==> src/design/pfs_defines.svh <==
// Timing, threshold and register map constants of the fault supervisor
`ifndef PFS_DEFINES_SVH
`define PFS_DEFINES_SVH

`define PFS_CLK_MHZ 20
`define PFS_SOFT_START_US 8000
`define PFS_SOFT_START_CYC (`PFS_SOFT_START_US * `PFS_CLK_MHZ)
`define PFS_THERMAL_DEBOUNCE_US 14500
`define PFS_THERMAL_DEBOUNCE_CYC (`PFS_THERMAL_DEBOUNCE_US * `PFS_CLK_MHZ)
`define PFS_EXT_LATCH_DEBOUNCE_US 185
`define PFS_EXT_LATCH_DEBOUNCE_CYC (`PFS_EXT_LATCH_DEBOUNCE_US * `PFS_CLK_MHZ)
`define PFS_OVERLOAD_DEBOUNCE_US 57500
`define PFS_OVERLOAD_DEBOUNCE_CYC (`PFS_OVERLOAD_DEBOUNCE_US * `PFS_CLK_MHZ)
`define PFS_SENSE_SAMPLE_DELAY_NS 4550
`define PFS_SENSE_SAMPLE_CYC (`PFS_SENSE_SAMPLE_DELAY_NS * `PFS_CLK_MHZ / 1000)
`define PFS_SENSE_SHORT_CYCLES 11
`define PFS_SENSE_SHORT_LOW_MV 50
`define PFS_SENSE_SHORT_HIGH_MV 100

`define PFS_ADDR_CTRL 8'h00
`define PFS_ADDR_STATUS 8'h04
`define PFS_ADDR_FAULT_LOG 8'h08
`define PFS_ADDR_THRESH 8'h0c
`define PFS_CTRL_RESET 32'h0000_0001
`define PFS_LOG_OVP 0
`define PFS_LOG_OTP 1
`define PFS_LOG_EXT 2
`define PFS_LOG_OLP 3
`define PFS_LOG_SENSE_SHORT_FAULT 4

`endif

==> src/design/pfs_pkg.sv <==
// Types of the fault supervisor
`default_nettype none
package pfs_pkg;
	typedef enum logic [1:0] {
		PS_STARTUP = 2'b00,
		PS_RUN = 2'b01,
		PS_PROTECT = 2'b11,
		PS_LOW_CURRENT = 2'b10
	} pfs_state_t;
endpackage : pfs_pkg
`default_nettype wire

==> src/design/pfs_supervisor.sv <==
// Fault supervisor with APB status and control registers
`timescale 1ns/1ps
`default_nettype none
`include "pfs_defines.svh"

// Summary of operation
// [RQ1] After startup the current limit ramps up over 8 ms of soft start.
// [RQ2] Sense short recovers automatically; over-voltage and thermal faults latch.
// [RQ3] Overload fault recovery type is chosen by a build parameter.
// [RQ4] An auto-restart fault stops the gate at once.
// [RQ5] An auto-restart fault clears when supply falls to 11 V.
// [RQ6] Auto-restart: at 7 V the high-voltage startup path turns on.
// [RQ7] Auto-restart: switching resumes at 17 V, repeating while the fault lasts.
// [RQ8] Latched fault: at 7 V startup path turns on, fault stays set.
// [RQ9] Latched fault: at 17 V startup path turns off, gate stays off.
// [RQ10] A latched fault clears only when supply falls to 4 V.
// [RQ11] Supply above 24.5 V triggers the over-voltage fault.
// [RQ12] Thermistor pin below 1.035 V over 14.5 ms latches thermal fault.
// [RQ13] Thermistor pin below 0.7 V over 185 us latches a shutdown.
// [RQ14] Feedback above 4.6 V over 57.5 ms triggers overload fault.
// [RQ15] Current sense sampled 4.55 us after every gate turn-on.
// [RQ16] Eleven consecutive low samples trigger the sense short fault.
// [RQ17] Sense short threshold runs linearly from 50 mV to 100 mV with line.
// [RQ18] Without a fault the gate stops only below 6.5 V; the code also stops it when run_enable is cleared over APB.
// [RQ19] After any fault the gate turn-off level moves up to 11 V.
// [RQ20] Below 11 V in protection, reduced supply current until 7 V.
// [RQ21] A debounce timer restarts when its condition clears early.
// [RQ22] The sense short counter clears on any sample at or above threshold.
module pfs_supervisor
	import pfs_pkg::*;
#(
	parameter bit OVERLOAD_LATCHED = 1'b0,
	parameter int unsigned SOFT_START_CYC = `PFS_SOFT_START_CYC,
	parameter int unsigned THERMAL_DEBOUNCE_CYC = `PFS_THERMAL_DEBOUNCE_CYC,
	parameter int unsigned OVERLOAD_DEBOUNCE_CYC = `PFS_OVERLOAD_DEBOUNCE_CYC
) (
	// Clock and reset
	input wire logic pclk,
	input wire logic presetn,
	// APB slave
	input wire logic psel,
	input wire logic penable,
	input wire logic pwrite,
	input wire logic [7:0] paddr,
	input wire logic [31:0] pwdata,
	output logic [31:0] prdata,
	output logic pready,
	output logic pslverr,
	// Supply comparators
	input wire logic supply_above_turn_on,
	input wire logic supply_below_protect_off,
	input wire logic supply_below_low_restart,
	input wire logic supply_below_normal_lockout,
	input wire logic supply_below_latch_reset,
	input wire logic supply_above_overvoltage,
	// Thermistor pin and feedback pin comparators
	input wire logic thermistor_below_thermal,
	input wire logic thermistor_below_external,
	input wire logic feedback_above_overload,
	// Switching cycle and current sense
	input wire logic gate_turn_on,
	input wire logic [7:0] sense_mv,
	input wire logic [7:0] line_level,
	// Power stage controls
	output logic gate_enable,
	output logic high_voltage_startup_en,
	output logic reduced_supply_current,
	output logic [7:0] soft_start_level,
	output logic [7:0] sense_short_threshold
);

	localparam int CW = 21;
	localparam logic [CW-1:0] THERM_LIM = CW'(THERMAL_DEBOUNCE_CYC);
	localparam logic [CW-1:0] OLP_LIM = CW'(OVERLOAD_DEBOUNCE_CYC);
	localparam logic [CW-1:0] EXT_LIM = CW'(`PFS_EXT_LATCH_DEBOUNCE_CYC);
	localparam int unsigned SS_STEP = SOFT_START_CYC / 256;
	localparam logic [CW-1:0] SS_STEP_LIM = CW'(SS_STEP - 1);
	localparam logic [6:0] SAMPLE_LIM = 7'(`PFS_SENSE_SAMPLE_CYC);
	localparam logic [3:0] SENSE_SHORT_FAULT_LIM = 4'(`PFS_SENSE_SHORT_CYCLES);
	localparam logic [7:0] THR_LOW = 8'(`PFS_SENSE_SHORT_LOW_MV);
	localparam logic [7:0] THR_SPAN =
		8'(`PFS_SENSE_SHORT_HIGH_MV - `PFS_SENSE_SHORT_LOW_MV + 1);

	// Elaboration checks
	if (THERMAL_DEBOUNCE_CYC < 1 || THERMAL_DEBOUNCE_CYC >= (1 << CW))
		$error("thermal debounce count out of range");
	if (OVERLOAD_DEBOUNCE_CYC < 1 || OVERLOAD_DEBOUNCE_CYC >= (1 << CW))
		$error("overload debounce count out of range");
	if (SS_STEP < 1 || SS_STEP >= (1 << CW))
		$error("soft start count out of range");

	// Saturating debounce count, restarts when condition drops
	function automatic logic [CW-1:0] pfs_debounce(
		input logic [CW-1:0] cnt,
		input logic cond,
		input logic [CW-1:0] lim
	);
		if (!cond)
			return '0;
		else if (cnt == lim)
			return cnt;
		else
			return cnt + 1'b1;
	endfunction : pfs_debounce

	pfs_state_t state;
	pfs_state_t next_state;
	logic [CW-1:0] therm_cnt;
	logic [CW-1:0] ext_cnt;
	logic [CW-1:0] olp_cnt;
	logic [CW-1:0] ss_div;
	logic [6:0] sample_cnt;
	logic sample_busy;
	logic [3:0] sense_short_fault_cnt;
	logic auto_fault;
	logic latch_fault;
	logic prot_mode;
	logic run_enable;
	logic [4:0] fault_log;
	logic trip_ovp;
	logic trip_therm;
	logic trip_ext;
	logic trip_olp;
	logic trip_sense_short_fault;
	logic trip_auto;
	logic trip_latch;
	logic sample_now;
	logic [7:0] next_threshold;
	logic next_gate;
	logic apb_access;
	logic apb_done;

	// Fault triggers
	assign trip_ovp = supply_above_overvoltage; // RQ11
	assign trip_therm = thermistor_below_thermal
		&& therm_cnt == THERM_LIM; // RQ12
	assign trip_ext = thermistor_below_external && ext_cnt == EXT_LIM; // RQ13
	assign trip_olp = state == PS_RUN && feedback_above_overload
		&& olp_cnt == OLP_LIM; // RQ14
	assign sample_now = sample_busy && sample_cnt == SAMPLE_LIM; // RQ15
	assign trip_sense_short_fault = sample_now && sense_mv < sense_short_threshold
		&& sense_short_fault_cnt == SENSE_SHORT_FAULT_LIM - 4'h1; // RQ16
	assign trip_auto = trip_sense_short_fault || (!OVERLOAD_LATCHED && trip_olp); // RQ2 RQ3
	assign trip_latch = trip_ovp || trip_therm || trip_ext
		|| (OVERLOAD_LATCHED && trip_olp); // RQ2 RQ3

	// Debounce timers
	always_ff @(posedge pclk or negedge presetn) begin
		if (!presetn) begin
			therm_cnt <= '0;
			ext_cnt <= '0;
			olp_cnt <= '0;
		end else begin
			therm_cnt <= pfs_debounce(therm_cnt, thermistor_below_thermal,
				THERM_LIM); // RQ21
			ext_cnt <= pfs_debounce(ext_cnt, thermistor_below_external,
				EXT_LIM); // RQ21
			olp_cnt <= pfs_debounce(olp_cnt,
				feedback_above_overload && state == PS_RUN, OLP_LIM); // RQ21
		end
	end

	// Sense sample timing after each gate turn-on
	always_ff @(posedge pclk or negedge presetn) begin
		if (!presetn) begin
			sample_cnt <= '0;
			sample_busy <= 1'b0;
		end else if (gate_turn_on && state == PS_RUN) begin
			sample_cnt <= 7'h01; // RQ15
			sample_busy <= 1'b1;
		end else if (sample_now || state != PS_RUN) begin
			sample_cnt <= '0;
			sample_busy <= 1'b0;
		end else if (sample_busy) begin
			sample_cnt <= sample_cnt + 7'h01;
		end
	end

	// Consecutive low sample counter
	always_ff @(posedge pclk or negedge presetn) begin
		if (!presetn)
			sense_short_fault_cnt <= '0;
		else if (state != PS_RUN)
			sense_short_fault_cnt <= '0;
		else if (sample_now) begin
			if (sense_mv >= sense_short_threshold)
				sense_short_fault_cnt <= '0; // RQ22
			else if (sense_short_fault_cnt != SENSE_SHORT_FAULT_LIM)
				sense_short_fault_cnt <= sense_short_fault_cnt + 4'h1; // RQ16
		end
	end

	// Line dependent sense short threshold
	always_comb begin
		next_threshold = THR_LOW
			+ 8'((16'(line_level) * 16'(THR_SPAN)) >> 8); // RQ17
	end

	always_ff @(posedge pclk or negedge presetn) begin
		if (!presetn)
			sense_short_threshold <= THR_LOW;
		else
			sense_short_threshold <= next_threshold; // RQ17
	end

	// Auto-restart fault flag, set wins over clear
	always_ff @(posedge pclk or negedge presetn) begin
		if (!presetn)
			auto_fault <= 1'b0;
		else if (trip_auto)
			auto_fault <= 1'b1;
		else if (state == PS_PROTECT && supply_below_protect_off)
			auto_fault <= 1'b0; // RQ5
	end

	// Latched fault flag, cleared only at the latch reset level
	always_ff @(posedge pclk or negedge presetn) begin
		if (!presetn)
			latch_fault <= 1'b0;
		else if (trip_latch)
			latch_fault <= 1'b1;
		else if (supply_below_latch_reset)
			latch_fault <= 1'b0; // RQ10
	end

	// Protection mode raises the gate turn-off level
	always_ff @(posedge pclk or negedge presetn) begin
		if (!presetn)
			prot_mode <= 1'b0;
		else if (trip_auto || trip_latch)
			prot_mode <= 1'b1; // RQ19
		else if (state == PS_STARTUP && next_state == PS_RUN)
			prot_mode <= 1'b0;
	end

	// Supply sequencing
	always_comb begin
		next_state = state;
		case (state)
			PS_STARTUP: begin
				if (supply_above_turn_on) begin
					if (latch_fault)
						next_state = PS_LOW_CURRENT; // RQ9
					else
						next_state = PS_RUN; // RQ7
				end
			end
			PS_RUN: begin
				if (trip_auto || trip_latch || auto_fault || latch_fault)
					next_state = PS_PROTECT; // RQ4
				else if (supply_below_normal_lockout)
					next_state = PS_STARTUP; // RQ18
			end
			PS_PROTECT: begin
				if (supply_below_protect_off)
					next_state = PS_LOW_CURRENT; // RQ20
			end
			PS_LOW_CURRENT: begin
				if (supply_below_low_restart)
					next_state = PS_STARTUP; // RQ6 RQ8
			end
			default: next_state = PS_STARTUP;
		endcase
	end

	always_ff @(posedge pclk or negedge presetn) begin
		if (!presetn)
			state <= PS_STARTUP;
		else
			state <= next_state;
	end

	// Power stage controls
	always_comb begin
		next_gate = next_state == PS_RUN && run_enable; // RQ4 RQ18
		if (prot_mode && supply_below_protect_off)
			next_gate = 1'b0; // RQ19
	end

	always_ff @(posedge pclk or negedge presetn) begin
		if (!presetn) begin
			gate_enable <= 1'b0;
			high_voltage_startup_en <= 1'b1;
			reduced_supply_current <= 1'b0;
		end else begin
			gate_enable <= next_gate;
			high_voltage_startup_en <= next_state == PS_STARTUP; // RQ6 RQ8 RQ9
			reduced_supply_current <= next_state == PS_LOW_CURRENT; // RQ20
		end
	end

	// Soft-start ramp of the current limit level
	always_ff @(posedge pclk or negedge presetn) begin
		if (!presetn) begin
			ss_div <= '0;
			soft_start_level <= '0;
		end else if (state != PS_RUN) begin
			ss_div <= '0;
			soft_start_level <= '0;
		end else if (soft_start_level != 8'hff) begin
			if (ss_div == SS_STEP_LIM) begin
				ss_div <= '0;
				soft_start_level <= soft_start_level + 8'h01; // RQ1
			end else begin
				ss_div <= ss_div + 1'b1;
			end
		end
	end

	// APB access, one wait state
	assign apb_access = psel && penable && !pready;
	assign apb_done = psel && penable && pready;

	always_ff @(posedge pclk or negedge presetn) begin
		if (!presetn)
			pready <= 1'b0;
		else
			pready <= apb_access;
	end

	always_ff @(posedge pclk or negedge presetn) begin
		if (!presetn) begin
			prdata <= '0;
			pslverr <= 1'b0;
		end else if (apb_access) begin
			pslverr <= 1'b0;
			prdata <= '0;
			case (paddr)
				`PFS_ADDR_CTRL: prdata <= {31'h0, run_enable};
				`PFS_ADDR_STATUS: prdata <= {12'h0, sense_short_fault_cnt, soft_start_level,
					1'b0, reduced_supply_current, high_voltage_startup_en,
					gate_enable, latch_fault, auto_fault, state};
				`PFS_ADDR_FAULT_LOG: prdata <= {27'h0, fault_log};
				`PFS_ADDR_THRESH: prdata <= {24'h0, sense_short_threshold};
				default: pslverr <= 1'b1;
			endcase
		end else begin
			pslverr <= 1'b0;
		end
	end

	// Control register
	always_ff @(posedge pclk or negedge presetn) begin
		if (!presetn)
			run_enable <= 1'(`PFS_CTRL_RESET);
		else if (apb_done && pwrite && paddr == `PFS_ADDR_CTRL)
			run_enable <= pwdata[0];
	end

	// Fault history, write one to clear, new events win
	always_ff @(posedge pclk or negedge presetn) begin
		if (!presetn)
			fault_log <= '0;
		else begin
			for (int i = 0; i < 5; i++) begin
				if (apb_done && pwrite && paddr == `PFS_ADDR_FAULT_LOG
					&& pwdata[i])
					fault_log[i] <= 1'b0;
			end
			if (trip_ovp)
				fault_log[`PFS_LOG_OVP] <= 1'b1;
			if (trip_therm)
				fault_log[`PFS_LOG_OTP] <= 1'b1;
			if (trip_ext)
				fault_log[`PFS_LOG_EXT] <= 1'b1;
			if (trip_olp)
				fault_log[`PFS_LOG_OLP] <= 1'b1;
			if (trip_sense_short_fault)
				fault_log[`PFS_LOG_SENSE_SHORT_FAULT] <= 1'b1;
		end
	end

endmodule : pfs_supervisor
`default_nettype wire

==> config.mk <==
export PLATFORM = sky130hd
export DESIGN_NAME = pfs_supervisor
export DESIGN_NICKNAME = d
export VERILOG_FILES = /design/src/design/pfs_pkg.sv /design/src/design/pfs_supervisor.sv
export VERILOG_INCLUDE_DIRS = /design/src /design/src/design
export SDC_FILE = /design/constraint.sdc
export NUM_CORES = 1
export LEC_CHECK = 0
export ABC_AREA = 1
export BUFFER_PORTS_ARGS = -buffer_cell sky130_fd_sc_hd__buf_2
export CAP_MARGIN = 10
export CORE_UTILIZATION = 57
export DETAILED_ROUTE_END_ITERATION = 10
export HOLD_SLACK_MARGIN = 0.1
export PLACE_DENSITY = 0.79
export SLEW_MARGIN = 20
export SYNTH_ARGS = -nofsm -noshare
export SYNTH_HDL_FRONTEND = slang
export SYNTH_SLANG_ARGS = --single-unit
==> constraint.sdc <==
create_clock -name pclk -period 2.2 [get_ports pclk]
set_input_delay 0.44 -clock pclk [delete_from_list [all_inputs] [get_ports pclk]]
set_output_delay 0.44 -clock pclk [all_outputs]
set_load 0.02 [all_outputs]
# [Yosys cells after proc, flatten, opt, wreduce, memory -nomap -nowiden]
# Index checks and enable logic that the tools add are counted.
[word_totals] register_bits=159 output_inout_bits=53 input_bits=71 elab_cells=155
[classes] mul=1 n_eq_ne=20 n_reduce_logical=51 n_addsub=8 magnitude_cmp=2 muxes=48
[ops] cell="$mux W21" count=9
[ops] cell="$add A21 B1 Y21 const B" count=4
[ops] cell="$pmux W20 S4" count=1
[ops] cell="$mux W8" count=3
[ops] cell="$reduce_bool A2 Y1" count=12
[ops] cell="$logic_and A1 B1 Y1" count=23
[ops] cell="$eq A21 B10 Y1 const B" count=1
[ops] cell="$eq A21 B12 Y1 const B" count=1
[ops] cell="$eq A21 B19 Y1 const B" count=1
[ops] cell="$eq A21 B21 Y1 const B" count=1
[ops] cell="$mux W1" count=21
[ops] cell="$mux W7" count=3
[ops] cell="$eq A8 B4 Y1 const B" count=2
[ops] cell="$mux W4" count=4
[ops] cell="$mul A8 B6 Y14 const B" count=1
[ops] cell="$mux W2" count=6
[ops] cell="$add A8 B1 Y8 const B" count=1
[ops] cell="$eq A8 B3 Y1 const B" count=1
[ops] cell="$ge A8 B7 Y1" count=1
[ops] cell="$logic_not A8 Y1" count=1
[ops] cell="$lt A8 B7 Y1" count=1
[ops] cell="$ne A8 B8 Y1 const B" count=1
[ops] cell="$pmux W2 S4" count=1
[ops] cell="$add A6 B6 Y7 const A" count=1
[ops] cell="other kinds (15)" count=29

# [Depth between registers and ports, before layout]
# Gate-level depths: netlist of run 1.
[depth] ltp_word=14 mapped_depth=18 depth_no_buf=18

# [Worst setup path after synthesis of run 1]
# OpenSTA, ideal clock, no wires.
[synth_path] path_kind="input -> register" start="input line_level[3]" end="register sense_short_threshold[5]" cell_stages=18 setup_ns=0.076 slack_ns=-1.125 t_arrival_ns=3.248 required_time_ns=2.124 n_path_buf=0 path_cell_list="ha_1 fa_1 inv_1 fa_1 inv_1 ha_1 nand2_1 inv_1 o21ai_0 nand3_1 nand2_1 nand2_1 xor2_2 ha_1 nand2_1 nand2_1 nand2_1 nand2_1"
[synth_via] elab_chain_len=2
[synth_lines] element="from (decl)" line_no="pfs_supervisor.sv:63" text="input wire logic [7:0] line_level,"
[synth_lines] element="$mul A8 B6 Y14" line_no="pfs_supervisor.sv:196" text="+ 8'((16'(line_level) * 16'(THR_SPAN)) >> 8);"
[synth_lines] element="$add A6 B6 Y7" line_no="pfs_supervisor.sv:196"
[synth_lines] element="net next_threshold[5]" line_no="pfs_supervisor.sv:128" text="logic [7:0] next_threshold;"
[synth_lines] element="to (signal assigned)" line_no="pfs_supervisor.sv:203" text="sense_short_threshold <= next_threshold;"
[synth_lines] element="to (decl)" line_no="pfs_supervisor.sv:69" text="output logic [7:0] sense_short_threshold"
# The timed path passes the listed nets, and every way through them passes these cells.
# A chain may end at the register's enable or synchronous reset.

# [Worst setup path in the final report of run 1]
[layout_path] start="input line_level[6]" end="register sense_short_threshold[3]"
# The elaborated chain is that of the path after synthesis.

==> impl_metrics.yaml, run 1 <==
cts:
  clk_path_buf_depth: 2
  worstSkewPairLatency_ns: 0.43
  cts_tree: "done"
  clkSinkCount: 146
  clkTransAtPathRegs_ns: 0.06
  root_buffer: "clkbuf_16"
  numCtsBuffers: 17
  cts-htree-levels: 4
setup_path:
  path_cells: "buf_8, ha_4, inv_2, fa_1, fa_1, inv_2, ha_4, nand2_2, inv_2, o21ai_2, nand3_2, nand2_2, nand2_2, xor2_4, ha_4, buf_4, xnor2_1"
  crit_path_start: "line_level[6]"
  setup.worst_path.end_class: "flop"
  critPathKind: "in -> reg"
  worstRegToRegCells: 13
  crit-reg2reg-launch: "sense_short_threshold[5]$_DFF_PN1_"
  cp_data_required_time_ns: 2.51
  crit_fanout: 4
  slowest_delay_ns: 0.51
  worstSetupEndpoint: "sense_short_threshold[3]$_DFF_PN0_"
  worstSetupPathDepth: 17
  slowest_stage: "fa_1"
  r2r_slack_ns: 0.16
  path_delay_family: "adder cells"
  arrival_ns: 3.20
  startpoint_type: "input port"
  reg2reg_to: "sense_short_fault_cnt[1]$_DFFE_PN0P_"
  crit_buf_inv: 5
sta:
  fin_worst_skew_ns: 0.00938
  setup_tns_ns: -3.83
  rsz0062_at_grt: "yes"
  fin_ws_ns: -0.689
  post-route-min-period_ns: 2.89
  relSlewSlack: 0.372
  timing.fmax_mhz: 346
  hold_violations: 0
  finalSetupViolations: 7
  slew_viol_final: 0
  finalCritPeriodShare: 1.31
  worst_slew_pin_slew_ns: 0.942
synth:
  synth_xor_area_frac: 0.0235
  synth_top_family_by_area: "simple AND/OR/NAND/NOR gates"
  syn_inst: 1111
  yosys.area_share.simple: 0.263
  netlist_area_um2: 8880
  yosysWarnings: 0
  yosys.area.top_type_share: 0.397
  synthMuxAreaShare: 0
  yosys.area.top_type: "dfrtp_1"
  synthFlopType: "dfrtp_1"
  synth_edf_count: 0
  synthAdderAreaFrac: 0.0863
  synth_compound_area_frac: 0.115
  ys_ff_latch: 146
  yosys-top-cells-area: "dfrtp_1, nand2_1, inv_1, ha_1, nor2_1"
  syn-mean-instance-area_um2: 7.99
  yosys.cell_types.count: 60
  yosysSeqAreaShare: 0.412
  ys_async_sr_fraction: 1.00
routing:
  first_pass_iters: 5
  drt-total-wl_um: 21100
  drc: 0
  ant_nets: 0
  drtIter0Drc: 558
  vias: 7842
  post_drt_wl_per_cell_um: 14.6
  viasPerCell: 5.44
outcome:
  violations: "setup timing"
  outcome: "finished with violations"
power:
  leakage_nw: 5.15
  pwr_density_cell_nw_per_um2: 782
  ir_worst_vdd_mv: 0.715
  power.total_mw: 8.35
job:
  drv_cap: 0
layout:
  nFillCells: 1181
  synthToLayoutAreaGrowth_pct: 20.3
  design_area_um2: 10700
  final_util: 0.703
  finalNetCount: 1368
  drive_gt1_frac: 0.212
floorplan:
  start_util: 0.584
  die_h_um: 127
  dieArea_um2: 16100
  num_rows: 45
  core_area_um2: 15200
  ios: 124
  die_w_um: 127
placement:
  place_area_um2: 9760
  place_ws_ns: -1.26
  detailed_place_hpwl_um: 15500
  gp_congestion: 0.884
  port_buffers: 82
global_routing:
  antenna_found_initial: 3
  grt_max_degree: 56
  overflow: 0
  grt_pass1_vias: 7423
  grt_pass1_wl_um: 35100
  grt_usage: 0.277
worst_hold_path:
  hp-class: "in -> reg"
  worstHoldStart: "supply_below_latch_reset"
-- flip-flops by register name, summed over array words and instances, names as in the netlist, 2 cells and up --
name,cells
ext_cnt,21
olp_cnt,21
sense_short_threshold,7
sample_cnt,7
prdata,19
ss_div,21
therm_cnt,21
soft_start_level,8
fault_log,5
state,2
sense_short_fault_cnt,4
-- layout by cell type, fill, tap and decap left out, types with 9 or more instances in the layout --
| cell type | count |
|---|---|
| buf_4 | 39 |
| nor2_1 | 112 |
| nand2_2 | 14 |
| clkbuf_16 | 17 |
| o31ai_1 | 10 |
| inv_2 | 19 |
| ha_1 | 40 |
| a21oi_1 | 51 |
| ha_4 | 10 |
| nor3_1 | 31 |
| nand4_1 | 22 |
| nor2_2 | 9 |
| nor4_1 | 9 |
| buf_2 | 75 |
| dfrtp_1 | 141 |
| inv_1 | 159 |
| nand3_1 | 58 |
| conb_1 | 14 |
| nand2_1 | 201 |
| o21ai_0 | 67 |
| xor2_1 | 14 |
-- kinds of logic after synthesis --
logic type | after synthesis
DFF | 146
and+or+nand+nor | 495
AOI/OAI and AO/OA | 176
buffers and inverters | 213
adders and majority gates | 57
other | 1
xor gates and xnor gates | 23
-- final cells by class --
type,instances,area [µm²],share of cell area
clock inverters,10,109,0.0102
diodes,1,2.50,0.000234
clock buffers,21,470,0.0440
well taps,188,235,0.0220
repair buffers,127,833,0.0780
multi-input cells,765,4680,0.438
inverters,183,692,0.0648
flip-flops and latches,146,3660,0.343
-- stage by stage --
step | instances | hold slack, ns
3_3_place_gp | 1397 | 0.431
5_1_grt | 1440 | 0.173
2_1_floorplan | 1124 | 0.144
3_5_place_dp | 1397 | 0.431
6_report | 1441 | 0.178
4_1_cts | 1433 | 0.172
-- timing repair --
item,4_1_cts,5_1_grt
endpoints found under the setup margin,7,12
setup buffers,4,7
pin swaps,19,24
resized for setup,37,26
endpoints found under the hold margin,48,0
hold buffers,1,0
-- synth_stat cells (3+ instances only) --
cell type / n
o21ai_1: 4
inv_1: 171
nor3_1: 31
o31ai_1: 10
nor3b_1: 3
xnor2_1: 6
a31oi_1: 8
nor2_1: 115
xor2_1: 16
nor2_2: 8
dfstp_2: 5
nand4_1: 22
buf_4: 15
nand2_2: 7
dfrtp_1: 141
nor3_4: 3
a21oi_1: 54
fa_1: 7
nor4_1: 9
nand3_2: 6
o21ai_0: 71
a221oi_1: 4
nand3_1: 61
nand2_1: 210
inv_2: 8
clkbuf_1: 9
nor2_4: 5
nor4_2: 3
a211oi_1: 8
clkinv_1: 3
ha_1: 50
-- worst min path at each step --
stage                                            endpoint  slack, ns  cells after the start
after global routing              latch_fault$_DFFE_PN0P_       0.17                      2
final                             latch_fault$_DFFE_PN0P_       0.18                      2
after CTS                         latch_fault$_DFFE_PN0P_       0.17                      2
after detailed placement           prdata[14]$_DFFE_PN0P_       0.43                      1
after floorplan                    auto_fault$_DFFE_PN0P_       0.14                      0
after global placement    soft_start_level[5]$_DFFE_PN0P_       0.43                      1
-- report_power, final --
group	internal [mW]	switching, mW	leakage (nW)
registers	2.87	0.144	1.99
clock network	1.74	1.11	0.284
logic	1.02	1.46	2.88
total	5.64	2.71	5.15
-- routing by layer --
layer,share of wire,global-route usage
met1,0.45,0.367
met2,0.48,0.451
met3,0.053,0.0654
met4,0.019,0.0875
met5,0.00095,0
Note: power is estimated with default switching activity, not from simulation.
==> inputs of run 2 (changes only) <==
- CORE_UTILIZATION: 57 -> 45
- PLACE_DENSITY: 0.79 -> 0.65
- SKIP_LAST_GASP: default -> 1
==> impl_metrics.yaml, run 2 (synthesis gave the netlist of run 1 again) <==
setup_path:
  crit-reg2reg-launch: "sense_short_threshold[5]$_DFF_PN1_"
  startpoint_type: "input port"
  path_cells: "buf_2, ha_4, inv_2, fa_2, fa_1, inv_2, ha_4, nand2_2, inv_1, o21ai_2, nand3_4, buf_6, a21o_1, nand2_1, nand2_2, inv_2, nand2_1, o21ai_1, nand2_1"
  slowest_stage: "fa_2"
  arrival_ns: 3.25
  crit_path_start: "line_level[5]"
  crit_fanout: 3
  critPathKind: "in -> reg"
  slowest_delay_ns: 0.53
  cp_data_required_time_ns: 2.56
  setup.worst_path.end_class: "flop"
cts:
  clkTransAtPathRegs_ns: 0.06
  worstSkewPairLatency_ns: 0.43
  clkSinkCount: 146
  clk_path_buf_depth: 2
  numCtsBuffers: 17
  root_buffer: "clkbuf_16"
  cts_tree: "done"
  cts-htree-levels: 4
sta:
  whs_ns: 0.195
  rsz0062_at_grt: "yes"
  timing.fmax_mhz: 346
  setup_tns_ns: -3.90
  hold_violations: 0
  relSlewSlack: 0.366
  fin_worst_skew_ns: 0.0103
  worst_slew_pin_slew_ns: 0.949
  finalCritPeriodShare: 1.31
  post-route-min-period_ns: 2.89
  fin_ws_ns: -0.692
  slew_viol_final: 0
  finalSetupViolations: 7
routing:
  drtIter0Drc: 453
  vias: 7580
  first_pass_iters: 5
  drt-total-wl_um: 21000
  viasPerCell: 5.00
  post_drt_wl_per_cell_um: 13.9
  ant_nets: 0
  drc: 0
outcome:
  outcome: "finished with violations"
  violations: "setup timing"
floorplan:
  die_w_um: 142
  ios: 124
  dieArea_um2: 20300
  core_area_um2: 19400
  die_h_um: 142
  start_util: 0.458
  num_rows: 51
global_routing:
  grt_pass1_wl_um: 34900
  overflow: 0
  grt_usage: 0.220
  grt_max_degree: 51
  grt_pass1_vias: 7228
  antenna_found_initial: 4
layout:
  nFillCells: 1863
  finalNetCount: 1364
  design_area_um2: 10800
  final_util: 0.554
  mostFrequentLayoutCell: "nand2_1"
  drive_gt1_frac: 0.206
  synthToLayoutAreaGrowth_pct: 21.1
  final_cell_mix: "nand2_1, inv_1, dfrtp_1"
job:
  drv_cap: 0
power:
  ir_worst_vdd_mv: 0.530
  pwr_density_cell_nw_per_um2: 775
  leakage_nw: 5.14
placement:
  place_ws_ns: -1.18
  detailed_place_hpwl_um: 15800
  gp_congestion: 0.901
  port_buffers: 82
  place_area_um2: 9880
worst_hold_path:
  hp-class: "in -> reg"
  worstHoldStart: "supply_below_latch_reset"
[run 2: cell type report]
type | count | area (µm²) | area share
inverters | 183 | 692 | 0.0643
clock inverters | 12 | 158 | 0.0147
diodes | 2 | 5.00 | 0.000465
repair buffers | 123 | 808 | 0.0752
well taps | 265 | 332 | 0.0308
multi-input cells | 765 | 4660 | 0.433
flip-flops and latches | 146 | 3660 | 0.340
clock buffers | 19 | 443 | 0.0412
[run 2: timing repair]
action	4_1_cts	5_1_grt
hold buffers	1	0
pin swaps	20	27
resized for setup	25	32
setup endpoints to repair	7	10
endpoints found under the hold margin	23	0
setup buffers	3	2
[run 2: per-layer routing]
layer  up-vias  global-route usage  share of wire
met5         -                   0         0.0013
met4         4              0.0781          0.019
met3        34              0.0528          0.050
met2       149               0.348           0.46
met1      3530               0.293           0.47
li1       3863                   -              -
[run 2: critical path: cells and delay by family]
kind                       cells  cell delay [ns]
buffers and inverters          6             0.51
adders and majority gates      4             1.42
and+or+nand+nor                6             0.46
AOI/OAI and AO/OA              3             0.41
[run 2: power by group]
part	switching (mW)	leakage [nW]	internal, mW	total, mW
registers	0.142	1.99	2.87	3.02
clock network	1.16	0.285	1.81	2.97
logic	1.39	2.87	0.954	2.35
total	2.70	5.14	5.64	8.34
[run 2: final timing paths]
check / endpoint / slack, ns / cells after the start
min in group asynchronous: prdata[9]$_DFFE_PN0P_ / 0.45 / 2
setup / recovery: sense_short_threshold[4]$_DFF_PN1_ / -0.69 / 19
max in group asynchronous: high_voltage_startup_en$_DFF_PN1_ / 1.10 / 3
hold reg to reg: prdata[6]$_DFFE_PN0P_ / 0.47 / 2
hold / removal: latch_fault$_DFFE_PN0P_ / 0.20 / 2
setup reg to reg: sense_short_fault_cnt[2]$_DFFE_PN0P_ / 0.08 / 14
[run 2: stage by stage]
step           std cells  power, mW
6_report            1515       8.34
5_1_grt             1514       8.79
4_1_cts             1511       8.15
3_5_place_dp        1476       5.04
3_3_place_gp        1476       5.01
2_1_floorplan       1124       4.35
==> inputs of run 3 (changes only) <==
- PLACE_DENSITY: 0.65 -> 0.75
==> impl_metrics.yaml, run 3 (synthesis gave the netlist of run 1 again) <==
cts:
  clkTransAtPathRegs_ns: 0.06
  cts-htree-levels: 4
  worstSkewPairLatency_ns: 0.43
  clk_path_buf_depth: 2
  clkSinkCount: 146
  numCtsBuffers: 17
  cts_tree: "done"
  root_buffer: "clkbuf_16"
power:
  switchingPower_mw: 2.81
  switching_share: 0.328
  pwr_density_cell_nw_per_um2: 791
  pwr-share-comb: 0.292
  internal-power_mw: 5.77
  leakage_nw: 5.17
  power.share.sequential: 0.354
  ir_worst_vdd_mv: 0.429
  power_frac_clock: 0.354
sta:
  slew_viol_final: 0
  timing.fmax_mhz: 339
  hold_violations: 0
  fin_worst_skew_ns: 0.00702
  finalSetupViolations: 7
  relSlewSlack: 0.430
  fin_ws_ns: -0.747
  rsz0062_at_grt: "yes"
  post-route-min-period_ns: 2.95
  worst_slew_pin_slew_ns: 0.854
  finalCritPeriodShare: 1.34
placement:
  detailed_place_hpwl_um: 16200
  port_buffers: 82
  place_inst: 1477
  gp_congestion: 0.883
layout:
  synthToLayoutAreaGrowth_pct: 22.2
  drive_gt1_frac: 0.218
  mostFrequentLayoutCell: "nand2_1"
  multiInputGateArea_um2: 4720
  final_cell_mix: "nand2_1, inv_1, dfrtp_1"
  seq_area_um2: 3660
  layout.cells.non_filler: 1518
  final_util: 0.559
  diodes: 0
  nFillCells: 1766
  finalNetCount: 1368
global_routing:
  grt_usage: 0.224
  overflow: 0
  grt_pass1_vias: 7493
  grt_max_degree: 50
  antenna_found_initial: 4
  grt_pass1_wl_um: 35500
routing:
  ant_nets: 0
  viasPerCell: 5.14
  first_pass_iters: 5
  drtIter0Drc: 504
  drc: 0
  drt-total-wl_um: 22000
  vias: 7810
  post_drt_wl_per_cell_um: 14.5
floorplan:
  num_rows: 51
  core_area_um2: 19400
  ios: 124
  die_h_um: 142
  dieArea_um2: 20300
  start_util: 0.458
  die_w_um: 142
outcome:
  violations: "setup timing"
  outcome: "finished with violations"
setup_path:
  crit_fanout: 3
  setup.worst_path.end_class: "flop"
  critPathKind: "in -> reg"
  startpoint_type: "input port"
  cp_data_required_time_ns: 2.56
  arrival_ns: 3.31
job:
  drv_cap: 0
worst_hold_path:
  hp-class: "in -> reg"
==> run 3: changes by cell type in the layout (fill, tap and decap cells not counted), moves of 3 or more <==
cell,previous run,this run
buf_4,35,40
buf_6,8,5
nand2_1,202,198
nand2_2,12,16
nand3_1,59,56
nand3_2,6,10
==> run 3: metal layers <==
metal,part of all wire,GRT usage,vias to the layer above
li1,-,-,3868
met1,0.44,0.280,3683
met2,0.48,0.371,204
met3,0.054,0.0562,49
met4,0.027,0.0905,6
met5,0.0015,0,-
==> run 3: path summary, 6_finish.rpt <==
kind                                                    start                              endpoint  slack (ns)  cells past startpoint
max                                             line_level[5]    sense_short_threshold[4]$_DFF_PN1_       -0.75                     18
max in group asynchronous                             presetn     high_voltage_startup_en$_DFF_PN1_        0.98                      3
max reg2reg                sense_short_threshold[5]$_DFF_PN1_  sense_short_fault_cnt[2]$_DFFE_PN0P_        0.12                     14
min reg2reg                            prdata[15]$_DFFE_PN0P_                prdata[15]$_DFFE_PN0P_        0.48                      2
min                                  supply_below_latch_reset               latch_fault$_DFFE_PN0P_        0.18                      2
min in group asynchronous                             presetn       soft_start_level[5]$_DFFE_PN0P_        0.53                      2
==> run 3: worst max-delay path, cell delays in order <==
cell and delay, ns:
buf_2 0.14, ha_4 0.24, inv_1 0.08, fa_2 0.45, fa_1 0.50, inv_2 0.05
ha_4 0.29, nand2_2 0.08, nor2_4 0.09, o21ai_2 0.06, nand3_2 0.10, nand2_2 0.08
nand2_4 0.11, xor2_4 0.22, buf_6 0.13, nand2_2 0.05, o21ai_2 0.13, nand2_1 0.06
==> run 3: cell type report <==
cell class,count,area share
multi-input cells,765,0.435
repair buffers,127,0.0758
clock buffers,18,0.0396
well taps,265,0.0306
flip-flops and latches,146,0.337
clock inverters,14,0.0174
inverters,183,0.0638
==> run 3: power by group through the flow <==
stage / logic [mW] / clock network [mW] / registers [mW]
CTS: 2.15 / 3.07 / 3.04
global route: 2.74 / 3.20 / 3.05
floorplan: 1.21 / 0 / 3.14
global placement: 1.91 / 0 / 3.08
finish: 2.50 / 3.04 / 3.04
detailed placement: 1.97 / 0 / 3.09
==> run 3: what timing repair did <==
item | 4_1_cts | 5_1_grt
buffers inserted | 3 | 5
endpoints found under the setup margin | 7 | 14
endpoints found under the hold margin | 45 | 0
pin swaps | 16 | 24
resized for setup | 27 | 38
cloned | 0 | 0
hold buffers | 1 | 0
==> run 3: per-stage QoR <==
stage / hold slack (ns) / setup TNS (ns) / power (mW) / instance area, µm² / setup slack, ns
after floorplan: 0.144 / -4.81 / 4.35 / 9030 / -0.905
after global placement: 0.431 / -6.86 / 5.00 / 9890 / -1.14
after detailed placement: 0.425 / -7.33 / 5.06 / 9890 / -1.22
after CTS: 0.163 / -3.60 / 8.26 / 10600 / -0.639
after global routing: 0.166 / -4.93 / 8.99 / 10800 / -0.830
final: 0.176 / -4.24 / 8.58 / 10800 / -0.747
